$ cat config.mk
export PLATFORM = sky130hd
export DESIGN_NAME = dir_buf_ctrl
export DESIGN_NICKNAME = d
export VERILOG_FILES = /design/src/core/dir_buf_ctrl_pkg.sv /design/src/core/dir_buf_ctrl.sv
export VERILOG_INCLUDE_DIRS = /design/src /design/src/core
export SDC_FILE = /design/constraint.sdc
export NUM_CORES = 1
export LEC_CHECK = 0
export ABC_CLOCK_PERIOD_IN_PS = 1400
export BUFFER_PORTS_ARGS = -buffer_cell sky130_fd_sc_hd__clkbuf_2
export CAP_MARGIN = 20
export CORE_ASPECT_RATIO = 0.75
export CORE_UTILIZATION = 40
export CTS_CLUSTER_DIAMETER = 100
export DETAILED_ROUTE_END_ITERATION = 6
export GPL_TIMING_DRIVEN = 0
export PLACE_DENSITY_LB_ADDON = 0.2
export SLEW_MARGIN = 20
export SYNTH_ARGS = -nofsm -noshare
export SYNTH_HDL_FRONTEND = slang
export SYNTH_SLANG_ARGS = --single-unit
$ cat constraint.sdc
create_clock -name clk_sys -period 1.4 [get_ports clk_sys]
set_input_delay 0.21 -clock clk_sys [delete_from_list [all_inputs] [get_ports clk_sys]]
set_output_delay 0.21 -clock clk_sys [all_outputs]
set_load 0.01 [all_outputs]
$ cat src/core/dir_buf_ctrl_defs.svh
`ifndef DIR_BUF_CTRL_DEFS_SVH
`define DIR_BUF_CTRL_DEFS_SVH

// lane count of the buffer
`define LANE_COUNT       2
// worst enable time after a direction switch, in ns
`define ENABLE_TIME_NS   13
`define CLK_PERIOD_NS    10
// least time rounds up to whole cycles
`define ENABLE_CYCLES    ((`ENABLE_TIME_NS + `CLK_PERIOD_NS - 1) / `CLK_PERIOD_NS)
// idle cycles with both sides released before the switch
`define IDLE_CYCLES      2
`define CNT_W            4

`endif

$ cat src/core/dir_buf_ctrl_pkg.sv
package dir_buf_ctrl_pkg;
  typedef enum logic [2:0] {
    ST_A_SEND,
    ST_A_RELEASE,
    ST_SWITCH,
    ST_SETTLE,
    ST_B_SEND
  } phase_e;
  typedef logic [1:0] lane_t;
endpackage : dir_buf_ctrl_pkg

$ cat src/core/dir_buf_ctrl.sv
`timescale 1ns/1ps
`include "dir_buf_ctrl_defs.svh"

module dir_buf_ctrl
  import dir_buf_ctrl_pkg::*;
#(
  parameter int ENABLE_CYCLES = `ENABLE_CYCLES,
  parameter int IDLE_CYCLES   = `IDLE_CYCLES
) (
  input  wire logic                      clk_sys,
  input  wire logic                      rst_n,
  input  wire logic                      clk_en,
  input  wire logic                      req_a_to_b,
  input  wire logic                      req_b_to_a,
  input  wire dir_buf_ctrl_pkg::lane_t   a_tx_data,
  input  wire dir_buf_ctrl_pkg::lane_t   b_tx_data,
  input  wire dir_buf_ctrl_pkg::lane_t   a_lane_in,
  input  wire dir_buf_ctrl_pkg::lane_t   b_lane_in,
  output logic                           dir_out,
  output dir_buf_ctrl_pkg::lane_t        a_lane_out,
  output logic                           a_lane_oe,
  output dir_buf_ctrl_pkg::lane_t        b_lane_out,
  output logic                           b_lane_oe,
  output logic                           a_pull_up,
  output logic                           b_pull_up,
  output logic                           rx_valid,
  output dir_buf_ctrl_pkg::lane_t        rx_data,
  output logic                           busy
);
  import dir_buf_ctrl_pkg::*;

  logic                rst_s1_q;
  logic                rst_s2_q;
  phase_e              phase_q;
  logic                target_b_q;
  logic [`CNT_W-1:0]   cnt_q;
  logic [`CNT_W-1:0]   valid_cnt_q;

  // reset release through two flops, async assert
  // the rest of the block sees only the synchronised copy, so the release
  // never lands in the middle of a clock edge for the phase machine
  always_ff @(posedge clk_sys or negedge rst_n) begin
    if (!rst_n) begin
      rst_s1_q <= 1'b0;
      rst_s2_q <= 1'b0;
    end else begin
      rst_s1_q <= 1'b1;
      rst_s2_q <= rst_s1_q;
    end
  end

  // five-phase sequence
  // a reversal always passes both idle phases, never a direct swap
  // requests are looked at only in a send phase; a level held through a
  // reversal cannot start a second one, at the cost of one lost request
  always_ff @(posedge clk_sys or negedge rst_s2_q) begin
    if (!rst_s2_q) begin
      phase_q    <= ST_A_RELEASE;
      target_b_q <= 1'b0;
      cnt_q      <= '0;
    end else if (clk_en) begin
      unique case (phase_q)
        ST_A_SEND: begin
          if (req_b_to_a) begin
            phase_q    <= ST_A_RELEASE;
            target_b_q <= 1'b1;
            cnt_q      <= '0;
          end
        end
        ST_B_SEND: begin
          if (req_a_to_b) begin
            phase_q    <= ST_A_RELEASE;
            target_b_q <= 1'b0;
            cnt_q      <= '0;
          end
        end
        ST_A_RELEASE: begin
          if (cnt_q >= IDLE_CYCLES[`CNT_W-1:0] - 1'b1) begin
            phase_q <= ST_SWITCH;
            cnt_q   <= '0;
          end else begin
            cnt_q <= cnt_q + 1'b1;
          end
        end
        ST_SWITCH: begin
          phase_q <= ST_SETTLE;
          cnt_q   <= '0;
        end
        ST_SETTLE: begin
          // wait till old port is disabled
          if (cnt_q >= ENABLE_CYCLES[`CNT_W-1:0] - 1'b1) begin
            phase_q <= target_b_q ? ST_B_SEND : ST_A_SEND;
            cnt_q   <= '0;
          end else begin
            cnt_q <= cnt_q + 1'b1;
          end
        end
      endcase
    end
  end

  // direction pin and drivers, registered
  // A side only drives in ST_A_SEND with dir high, B only in ST_B_SEND with dir low
  always_ff @(posedge clk_sys or negedge rst_s2_q) begin
    if (!rst_s2_q) begin
      dir_out    <= 1'b1;
      a_lane_oe  <= 1'b0;
      b_lane_oe  <= 1'b0;
      a_lane_out <= '0;
      b_lane_out <= '0;
      busy       <= 1'b1;
    end else if (clk_en) begin
      if (phase_q == ST_SWITCH)
        dir_out <= ~target_b_q;
      a_lane_oe  <= (phase_q == ST_A_SEND) && !req_b_to_a;
      b_lane_oe  <= (phase_q == ST_B_SEND) && !req_a_to_b;
      a_lane_out <= a_tx_data;
      b_lane_out <= b_tx_data;
      busy       <= !(phase_q == ST_A_SEND || phase_q == ST_B_SEND);
    end
  end

  // same idle bias on both sides
  // bias is weak keeper only, no board resistor assumed
  always_ff @(posedge clk_sys or negedge rst_s2_q) begin
    if (!rst_s2_q) begin
      a_pull_up <= 1'b1;
      b_pull_up <= 1'b1;
    end else if (clk_en) begin
      a_pull_up <= 1'b1;
      b_pull_up <= 1'b1;
    end
  end

  // receive data valid after enable time
  // the count restarts whenever both drivers are off, so stale data from
  // the previous direction is never flagged valid
  always_ff @(posedge clk_sys or negedge rst_s2_q) begin
    if (!rst_s2_q) begin
      valid_cnt_q <= '0;
      rx_valid    <= 1'b0;
      rx_data     <= '0;
    end else if (clk_en) begin
      if (!a_lane_oe && !b_lane_oe) begin
        valid_cnt_q <= '0;
        rx_valid    <= 1'b0;
      end else if (valid_cnt_q < ENABLE_CYCLES[`CNT_W-1:0]) begin
        valid_cnt_q <= valid_cnt_q + 1'b1;
        rx_valid    <= 1'b0;
      end else begin
        rx_valid <= 1'b1;
      end
      rx_data <= a_lane_oe ? b_lane_in : a_lane_in;
    end
  end

  a_no_contention: assert property (@(posedge clk_sys) disable iff (!rst_s2_q)
    !(a_lane_oe && b_lane_oe)) else $error("both sides drive at once");
  // A side drives only with direction high
  a_a_dir_high: assert property (@(posedge clk_sys) disable iff (!rst_s2_q)
    a_lane_oe |-> dir_out) else $error("A side drives with direction low");
  a_b_dir_low: assert property (@(posedge clk_sys) disable iff (!rst_s2_q)
    b_lane_oe |-> !dir_out) else $error("B side drives with direction high");
  // no driving right after a direction change
  a_dir_quiet: assert property (@(posedge clk_sys) disable iff (!rst_s2_q)
    (clk_en && $changed(dir_out)) |-> !a_lane_oe && !b_lane_oe)
    else $error("driver active at direction change");
  a_valid_delay: assert property (@(posedge clk_sys) disable iff (!rst_s2_q)
    ($rose(a_lane_oe) || $rose(b_lane_oe)) |-> !rx_valid)
    else $error("valid before enable time");
  a_same_bias: assert property (@(posedge clk_sys) disable iff (!rst_s2_q)
    a_pull_up == b_pull_up) else $error("idle bias differs");

  // bias stays at the chosen pull-up level
  a_bias_up: assert property (@(posedge clk_sys) disable iff (!rst_s2_q)
    a_pull_up && b_pull_up)
    else $error("idle bias not pulled up");

  // both drivers off while a reversal runs
  a_busy_quiet: assert property (@(posedge clk_sys) disable iff (!rst_s2_q)
    busy |-> !a_lane_oe && !b_lane_oe)
    else $error("driver active while switching");

  // direction moves only inside a reversal
  a_dir_in_busy: assert property (@(posedge clk_sys) disable iff (!rst_s2_q)
    $changed(dir_out) |-> busy)
    else $error("direction changed outside a reversal");

  // old port left quiet for the enable time
  a_enable_gap: assert property (@(posedge clk_sys) disable iff (!rst_s2_q)
    $changed(dir_out) |-> ##1 (!a_lane_oe && !b_lane_oe)[*2])
    else $error("driver enabled inside enable time");

  // valid only once a driver has stood for a while
  a_rx_after_oe: assert property (@(posedge clk_sys) disable iff (!rst_s2_q)
    $rose(rx_valid) |-> $past(a_lane_oe || b_lane_oe, 2))
    else $error("valid without a standing driver");

  // a low clock enable freezes the whole sequence
  a_freeze_hold: assert property (@(posedge clk_sys) disable iff (!rst_s2_q)
    !clk_en |=> $stable(dir_out) && $stable(a_lane_oe) && $stable(b_lane_oe) && $stable(busy))
    else $error("outputs moved while frozen");

endmodule : dir_buf_ctrl

Yosys cells after proc, flatten, opt, wreduce, memory -nomap -nowiden
Index checks and enable logic that the tools add are counted.

word-level totals
  bits in registers = 25
  output and inout port bits = 13
  word-level logic and storage cells = 63
  bits of input ports = 13

operators by class
  mux-type cells = 18
  magnitude comparators = 2
  reductions and logical operators = 18
  $add $sub $neg = 2
  equality and inequality tests = 8
  bitwise logic cells = 1

operators with widths
  operator             count
  $mux 4               5
  $pmux 4 s4           1
  $mux 3               5
  $pmux 3 s5           1
  $add 4x1->4 const B  2
  $ne 2x2->1 const B   4
  $eq 3x2->1 const B   2
  $logic_not 1->1      5
  $reduce_and 5->1     1
  $ge 4x1->1 const B   1
  $lt 4x2->1 const B   1
  $mux 1               4
  $reduce_and 2->1     2
  $reduce_and 4->1     1
  $reduce_bool 2->1    2
  $eq 3x1->1 const B   1
  $eq 3x3->1 const B   1
  $logic_and 1x1->1    3
  $logic_not 3->1      1
  $reduce_and 3->1     1
  $mux 2               1
  $pmux 1 s2           1
  $reduce_or 2->1      1
  $logic_or 1x1->1     1
  $not 1->1            1

Logic depth before layout (Yosys ltp)
Gate-level depths: netlist of run 1.

  depth after elaboration = 4
  gate-level depth with buffers = 5
  mapped depth without buffers = 5

Worst setup path after synthesis of run 1
OpenSTA, ideal clock, no wires.

  kind = flip-flop to flip-flop
  start = register cnt_q[0]
  end = register phase_q[2]
  arrival = 1.299 ns
  data required time = 1.272 ns
  period minus slack after synthesis = 1.427 ns
  stages on the path, launching flop included = 5
  buffers on the path = 0
  setup slack = -0.027 ns
  cell sequence = dfrtp_1 -> ha_1 -> or4b_4 -> a31oi_1 -> a31oi_1

on the way
  cells in the longest elaborated chain, start to end = 3
  elaborated cells on any way between the ends = 4

ends and longest elaborated chain
  element                                line                                    source
  start: declaration                     dir_buf_ctrl.sv:36                      logic [`CNT_W-1:0] cnt_q;
  start signal: assignment               dir_buf_ctrl.sv:82                      cnt_q <= cnt_q + 1'b1;
  start signal: assignment               dir_buf_ctrl.sv:95                      cnt_q <= cnt_q + 1'b1;
  $ge 4x1->1 (*)                         dir_buf_ctrl.sv:78, dir_buf_ctrl.sv:91
  $ne 2x2->1 (no source line)            --
  $reduce_and 5->1 (no source line) (*)  --
  end signal: assignment                 dir_buf_ctrl.sv:92                      phase_q <= target_b_q ? ST_B_SEND : ST_A_SEND;
  end: declaration                       dir_buf_ctrl.sv:34                      phase_e phase_q;

Mark *: on every way between the ends. The rest lies on a longest branch, timed or not.
A chain may end at the register's enable or synchronous reset.

Worst setup path in the final report of run 1
  start = register cnt_q[0]
  end = register cnt_q[1]

on the way
  cells in the longest elaborated chain, start to end = 3
  elaborated cells on any way between the ends = 4

ends and longest elaborated chain
  element                                    line                                    source
  $add 4x1->4 or $ge 4x1->1 (tied branches)  --
  $mux 4 (*)                                 dir_buf_ctrl.sv:78, dir_buf_ctrl.sv:91
  $pmux 4 s4 (*)                             dir_buf_ctrl.sv:62                      unique case (phase_q)

Marks and branches as above.

==> summary.txt, run 1 <==
Run status
  • Status: finished with violations
  • Violated checks: negative setup slack

Logic synthesis
  • Top-count cell post-synth: dfrtp_1
  • EDFF count, synth: 0
  • Syn Inst Count: 103
  • Syn Area/Cell: between 10 and 15 um^2
  • Async set or reset register ratio after synthesis: 100.0%
  • Mapped Area: between 1000 and 1500 um^2
  • Post-synth top flop: dfrtp_1
  • Cell variety after synth: a little over 40
  • Synth top area cells: dfrtp_1 47%, dfstp_2 6.7%, mux2_2 4.8%
  • Yosys warns: 0
  • Yosys top cell area share: approximately 47%
  • Top cells by count, synth: 22 x dfrtp_1, 7 x inv_1
  • Area leader, netlist: dfrtp_1
  • Synthesized flop and latch total: 25
  • Post-synthesis sequential area ratio: approximately 54%

Pwr
  • Reg power frac: between 40% and 50%
  • Clock power frac: between 10% and 20%
  • Leakage: approximately 0.7 nW
  • VDD IR max: 0.0006928 V
  • Internal: ~1.7 mW
  • Pwr Density: between 1500 and 2000 nW/um^2
  • Switching pwr: between 0.9 and 1 mW
  • Combinational share of power: a little over two fifths
  • Sw Ratio: 35.55%
  • Overall power: 2.671 mW

STA
  • Fin crit share: 107.5%
  • Fin. Hold Viols: 0
  • Fin crit period: 1506 ps
  • Pins over their slew limit: 0
  • Clock skew: between 7 and 8 ps
  • Maximum clock rate: roughly 660 MHz
  • RSZ-0062 raised after global routing: yes
  • Final setup viols: 4
  • Headroom to the max-slew limit: between 40 and 50%
  • Final worst slack: -105.6 ps
  • Worst Max-Slew Pin Slew: 890.7 ps

Setup path
  • Setup crit end kind: flop
  • Crit path max fanout: 4
  • CP startpoint kind: flop
  • Kind of critical path: flop to flop
  • Data arrival, critical path: about 1700 ps
  • CP required: about 1600 ps

Cells and area
  • Core occupancy in the finished layout: between 50% and 60%
  • Area of the multi-input gates: 544.3 um^2
  • Layout overhead on the synthesized area: 28.08%
  • Fin nets: 157
  • Share of cells above drive strength 1: 42.45%
  • Fillers: 249
  • Ant diodes: 0
  • Register area: around 630 um^2
  • Layout Cells excl Fill: around 180

Worst hold path
  • Worst Hold Class: input port to flop

Global route
  • Initial antenna violation count: 0
  • First-pass GRT wire length: just over 4000 um
  • Gr usage total: between 15 and 20%
  • Vias in the first global route: 905
  • GRT overflow: 0
  • Largest net degree at the start of global routing: 24

Route
  • Routed wire length: between 2000 and 2500 um
  • Routed Antenna Nets: 0
  • Via count: 901
  • Drt wl/cell: approximately 14 um
  • DRC viols: 0
  • Initial drt markers: 53
  • Pre-Repair DR Iteration Count: 4
  • Vias per cell: 5.149

Placed design
  • RePlAce Congestion: 0.7833
  • Inst Count DP: around 160
  • Detail Placement HPWL: 1621 um
  • Port-buffer cells: 23

Clocking
  • Clock-pin transition on the worst setup and hold timing paths: about 90 ps
  • CTS tree: yes
  • Clk buf depth: 2
  • Clock root buffer: clkbuf_8
  • Sink Count: 25
  • TritonCTS buffer count: 3
  • Worst-skew pair later-pin latency: 270 ps
  • H-tree levels: 1

Die
  • Starting Density: roughly 44%
  • Io pins: 26
  • # rows: 16
  • Area of the core: about 2700 um^2
  • Chip Width: ~65 um
  • Die Height: between 40 and 50 um
  • DIE AREA: roughly 3200 um^2

Flow run
  • Max_cap viols: 0
==> metal layers <==
| metal | GRT usage, % | routed length (um) |
|---|---|---|
| met4 | 5.556 | 27 |
| met3 | 4.907 | 120 |
| met2 | 28.07 | 1138 |
| met5 | 0 | 0 |
| met1 | 22.56 | 1087 |
==> critical path, cell delays in order (launching register included) <==
cell and delay [ps]:
dfrtp_2 450, inv_2 80, ha_4 120, or4b_4 480, buf_4 170, o2bb2ai_4 140
==> sequential cells by signal, summed over array words and instances (netlist names), 2 cells and up <==
| register | cells |
|---|---|
| b_lane_out | 2 |
| a_lane_out | 2 |
| phase_q | 3 |
| cnt_q | 4 |
| valid_cnt_q | 4 |
| rx_data | 2 |
==> power groups by stage <==
stage	sequential [mW]	clock [mW]	combinational, mW
detailed placement	1.11	0	0.835
finish	1.10	0.421	1.15
floorplan	1.11	0	0.599
global route	1.13	0.476	1.26
global placement	1.10	0	0.816
CTS	1.09	0.443	0.926
==> cells by family after synthesis <==
| group | synth area share, % |
|---|---|
| and+or+nand+nor | 12.45 |
| adders and majority gates | 4.255 |
| muxes | 7.765 |
| AOI/OAI and AO/OA | 15.64 |
| DFF | 53.51 |
| other | 0.3188 |
| buffers and inverters | 6.063 |
==> final cells by class <==
type	count	area share (%)
inverter	7	1.744
clock buffer	4	2.990
sequential	25	41.86
buffer	7	2.990
multi-input combinational	66	36.13
timing repair buffer	30	11.30
tap	36	2.990
==> final timing paths <==
check,from,endpoint,slack (ps),cells after the start
worst max-delay path,cnt_q[0],cnt_q[1],-110,5
worst min-delay path,a_tx_data[1],a_lane_out[1],170,2
worst max register to register,cnt_q[0],cnt_q[1],-110,5
worst min register to register,rst_s2_q,cnt_q[3],370,0
max in group asynchronous,rst_s2_q,cnt_q[0],420,0
min in group asynchronous,rst_n,rst_s1_q,250,2
==> cell usage in the layout, fill, tap and decap left out, drive strengths merged, types with 2 or more instances in the layout <==
master and count:
nor2 4, nand3 2, o22ai 2, o21ai 6, inv 7, dfstp 3
a31oi 5, buf 12, mux2 6, o31ai 2, mux2i 2, o2bb2ai 2
nand2 5, clkbuf 28, ha 4, dfrtp 22, conb 3, a21oi 5
==> metrics by stage <==
step	cell area [um^2]	hold WS (ps)	setup TNS, ps	worst slack (ps)
after global placement	1346	-4.704	-161.8	-91.55
after CTS	1436	165.0	-151.6	-95.51
after floorplan	1186	-85.59	-5.513	-5.513
final	1506	172.2	-288.6	-105.6
after detailed placement	1346	-1.809	-183.4	-111.4
after global routing	1506	172.1	-569.8	-160.0
==> timing repair <==
action | 4_1_cts | 5_1_grt
hold buffers | 1 | 0
buffers inserted | 3 | 3
endpoints found under the setup margin | 4 | 6
pin swaps | 2 | 5
gates cloned | 0 | 0
gates resized for setup | 4 | 9
hold endpoints to repair | 2 | 0
No activity file was read; power rests on OpenSTA's default activity.
==> run 2: changes to the inputs <==
--- a/config.mk
+++ b/config.mk
@@ -9,8 +9,10 @@
 export ABC_CLOCK_PERIOD_IN_PS = 1400
 export BUFFER_PORTS_ARGS = -buffer_cell sky130_fd_sc_hd__clkbuf_2
 export CAP_MARGIN = 20
+export CELL_PAD_IN_SITES_DETAIL_PLACEMENT = 2
+export CELL_PAD_IN_SITES_GLOBAL_PLACEMENT = 2
 export CORE_ASPECT_RATIO = 0.75
-export CORE_UTILIZATION = 40
+export CORE_UTILIZATION = 36
 export CTS_CLUSTER_DIAMETER = 100
 export DETAILED_ROUTE_END_ITERATION = 6
 export GPL_TIMING_DRIVEN = 0
==> run 2 against run 1 <==
The run still ends with negative setup slack left. Total power grew 2.5%. Critical path depth unchanged. Non-clock buffer count down 2. Clock power rose by 4%. Global-route usage rose by 2.4 points. Clock-buffer cell count decreased by 1. Register-to-register slack lost 50 ps. Critical path type unchanged. Critical endpoint is now phase_q[2]. Highest routed layer unchanged.
==> summary.txt, run 2 (same netlist as run 1, synthesis figures left out) <==
Run status
  • Status: finished with violations
  • Violated checks: negative setup slack

Route
  • Routed wire length: approximately 3400 um
  • Pre-Repair DR Iteration Count: 4
  • Via count: around 940
  • Initial drt markers: 14
  • Routed Antenna Nets: 0
  • Vias per cell: 5.354
  • DRC viols: 0
  • Drt wl/cell: roughly 19 um

Die
  • Starting Density: 38.94%
  • DIE AREA: between 3000 and 4000 um^2
  • Die Height: between 50 and 60 um
  • Io pins: 26
  • Area of the core: 3020 um^2
  • # rows: 17
  • Chip Width: between 60 and 70 um

Clocking
  • CTS tree: yes
  • Clk buf depth: 2
  • Clock-pin transition on the worst setup and hold timing paths: roughly 90 ps
  • Clock root buffer: clkbuf_8
  • Worst-skew pair later-pin latency: around 280 ps
  • Sink Count: 25
  • H-tree levels: 1
  • TritonCTS buffer count: 3

STA
  • Final worst slack: -155.0 ps
  • Fin. Hold Viols: 0
  • Fin crit share: 111.1%
  • RSZ-0062 raised after global routing: yes
  • Maximum clock rate: about 640 MHz
  • Final setup viols: 5
  • Headroom to the max-slew limit: roughly 36%
  • Fin crit period: roughly 1600 ps
  • Total negative slack: -408.3 ps
  • Pins over their slew limit: 0
  • Worst Max-Slew Pin Slew: approximately 960 ps
  • Clock skew: roughly 9.5 ps

Global route
  • GRT overflow: 0
  • First-pass GRT wire length: roughly 4900 um
  • Largest net degree at the start of global routing: 24
  • Gr usage total: between 10% and 20%
  • Vias in the first global route: slightly above 1000
  • Initial antenna violation count: 0

Setup path
  • CP startpoint kind: flop
  • Reg2reg setup slack: -150 ps
  • WP buf/inv: 1
  • Slowest cell on the critical path: or4b_4
  • RR Startpoint: cnt_q[0]
  • CP required: ~1600 ps
  • Setup crit end kind: flop
  • Max incr delay on CP: ~500 ps
  • Kind of critical path: flop to flop
  • Crit path max fanout: 4
  • R2R cell count: 5
  • Crit-path cells: inv_2 -> ha_4 -> or4b_4 -> a31oi_4 -> a31oi_1
  • Crit-path leading delay family: simple AND/OR/NAND/NOR gates
  • Data arrival, critical path: ~1700 ps
  • Worst r2r dst: phase_q[2]

Placed design
  • Placed inst area: about 1300 um^2
  • Detail Placement HPWL: roughly 2100 um
  • RePlAce Congestion: approximately 0.74
  • Port-buffer cells: 23
  • Dpl ws: -116.1 ps
  • Inst Count DP: ~170

Pwr
  • VDD IR max: 0.0007171 V
  • Sw Ratio: about 39%
  • Leakage: between 0.6 and 0.7 nW
  • Clock power frac: 16.0%
  • Combinational share of power: between 40% and 50%
  • Reg power frac: between 40% and 50%
  • Internal: approximately 1.7 mW
  • Pwr Density: between 1500 and 2000 nW/um^2
  • Switching pwr: roughly 1.1 mW

Cells and area
  • Design area: around 1500 um^2
  • Ant diodes: 0
  • Share of cells above drive strength 1: approximately two fifths
  • Fin nets: about 160
  • Layout overhead on the synthesized area: 27.13%
  • Fillers: around 320
  • Top Registers: cnt_q x4, valid_cnt_q x4, phase_q x3
  • Layout Cells excl Fill: between 150 and 200
  • Most frequent cells in the layout: 23 x clkbuf_2, 22 x dfrtp_1, 6 x buf_4
  • Most common cell after layout, fill and taps aside: clkbuf_2

Worst hold path
  • Hold path start: a_tx_data[0]
  • Worst Hold Class: input port to flop
  • Cells on Worst Hold Path: 2
  • Worst Hold Endpoint: a_lane_out[0]

Flow run
  • Max_cap viols: 0
## run 2: cell types whose count changed in the layout (fill, tap and decap cells not counted), sizes merged
cell	previous run	this run
buf	12	9
clkinv	0	1
## run 2: cell type report
cell class                      instances  area (um^2)  area share, %
Clock buffer                            3        41.29          2.762
Buffer                                  7        47.55          3.180
Multi-Input combinational cell         66        543.0          36.32
Timing Repair Buffer                   28        155.1          10.38
Sequential cell                        25        629.4          42.09
Inverter                                7        26.28          1.757
Clock inverter                          1        5.005         0.3347
Tap cell                               38        47.55          3.180
## run 2: power groups by stage
stage	clock network, mW	registers, mW	logic, mW
2_1_floorplan	0	1.11	0.599
3_3_place_gp	0	1.10	0.816
3_5_place_dp	0	1.12	0.889
4_1_cts	0.442	1.11	0.950
5_1_grt	0.473	1.17	1.26
6_report	0.438	1.14	1.16
## run 2: routing by layer
metal,GRT usage (%),up-vias,share of wire [%]
met5,0,-,0
met4,5.208,0,2.2
met3,5.702,7,4.4
met2,31.37,32,47
met1,26.45,468,46
li1,-,430,-
## run 2: worst max path at each step
stage	startpoint	to	slack (ps)	cells after the start
floorplan	cnt_q[1]	phase_q[2]	-6	5
global placement	cnt_q[0]	phase_q[2]	-90	5
detailed placement	cnt_q[0]	phase_q[2]	-120	5
CTS	cnt_q[0]	phase_q[2]	-100	5
global route	cnt_q[0]	phase_q[2]	-200	5
finish	cnt_q[0]	phase_q[2]	-150	5
## run 2: through the flow
| step | hold slack (ps) | utilization [%] | total power [mW] |
|---|---|---|---|
| final | 155.4 | 49.50 | 2.737 |
| after detailed placement | 4.113 | 44.66 | 2.011 |
| after CTS | 161.0 | 47.14 | 2.502 |
| after global placement | -4.421 | 44.66 | 1.921 |
| after global routing | 160.8 | 49.50 | 2.895 |
| after floorplan | -85.59 | - | 1.705 |
## run 2: what timing repair did
action                                 CTS  global route
setup endpoints to repair                7             8
buffers inserted                         2             2
hold buffers                             1             0
pin swaps                                1             2
endpoints found under the hold margin    2             0
gates resized for setup                  1            10
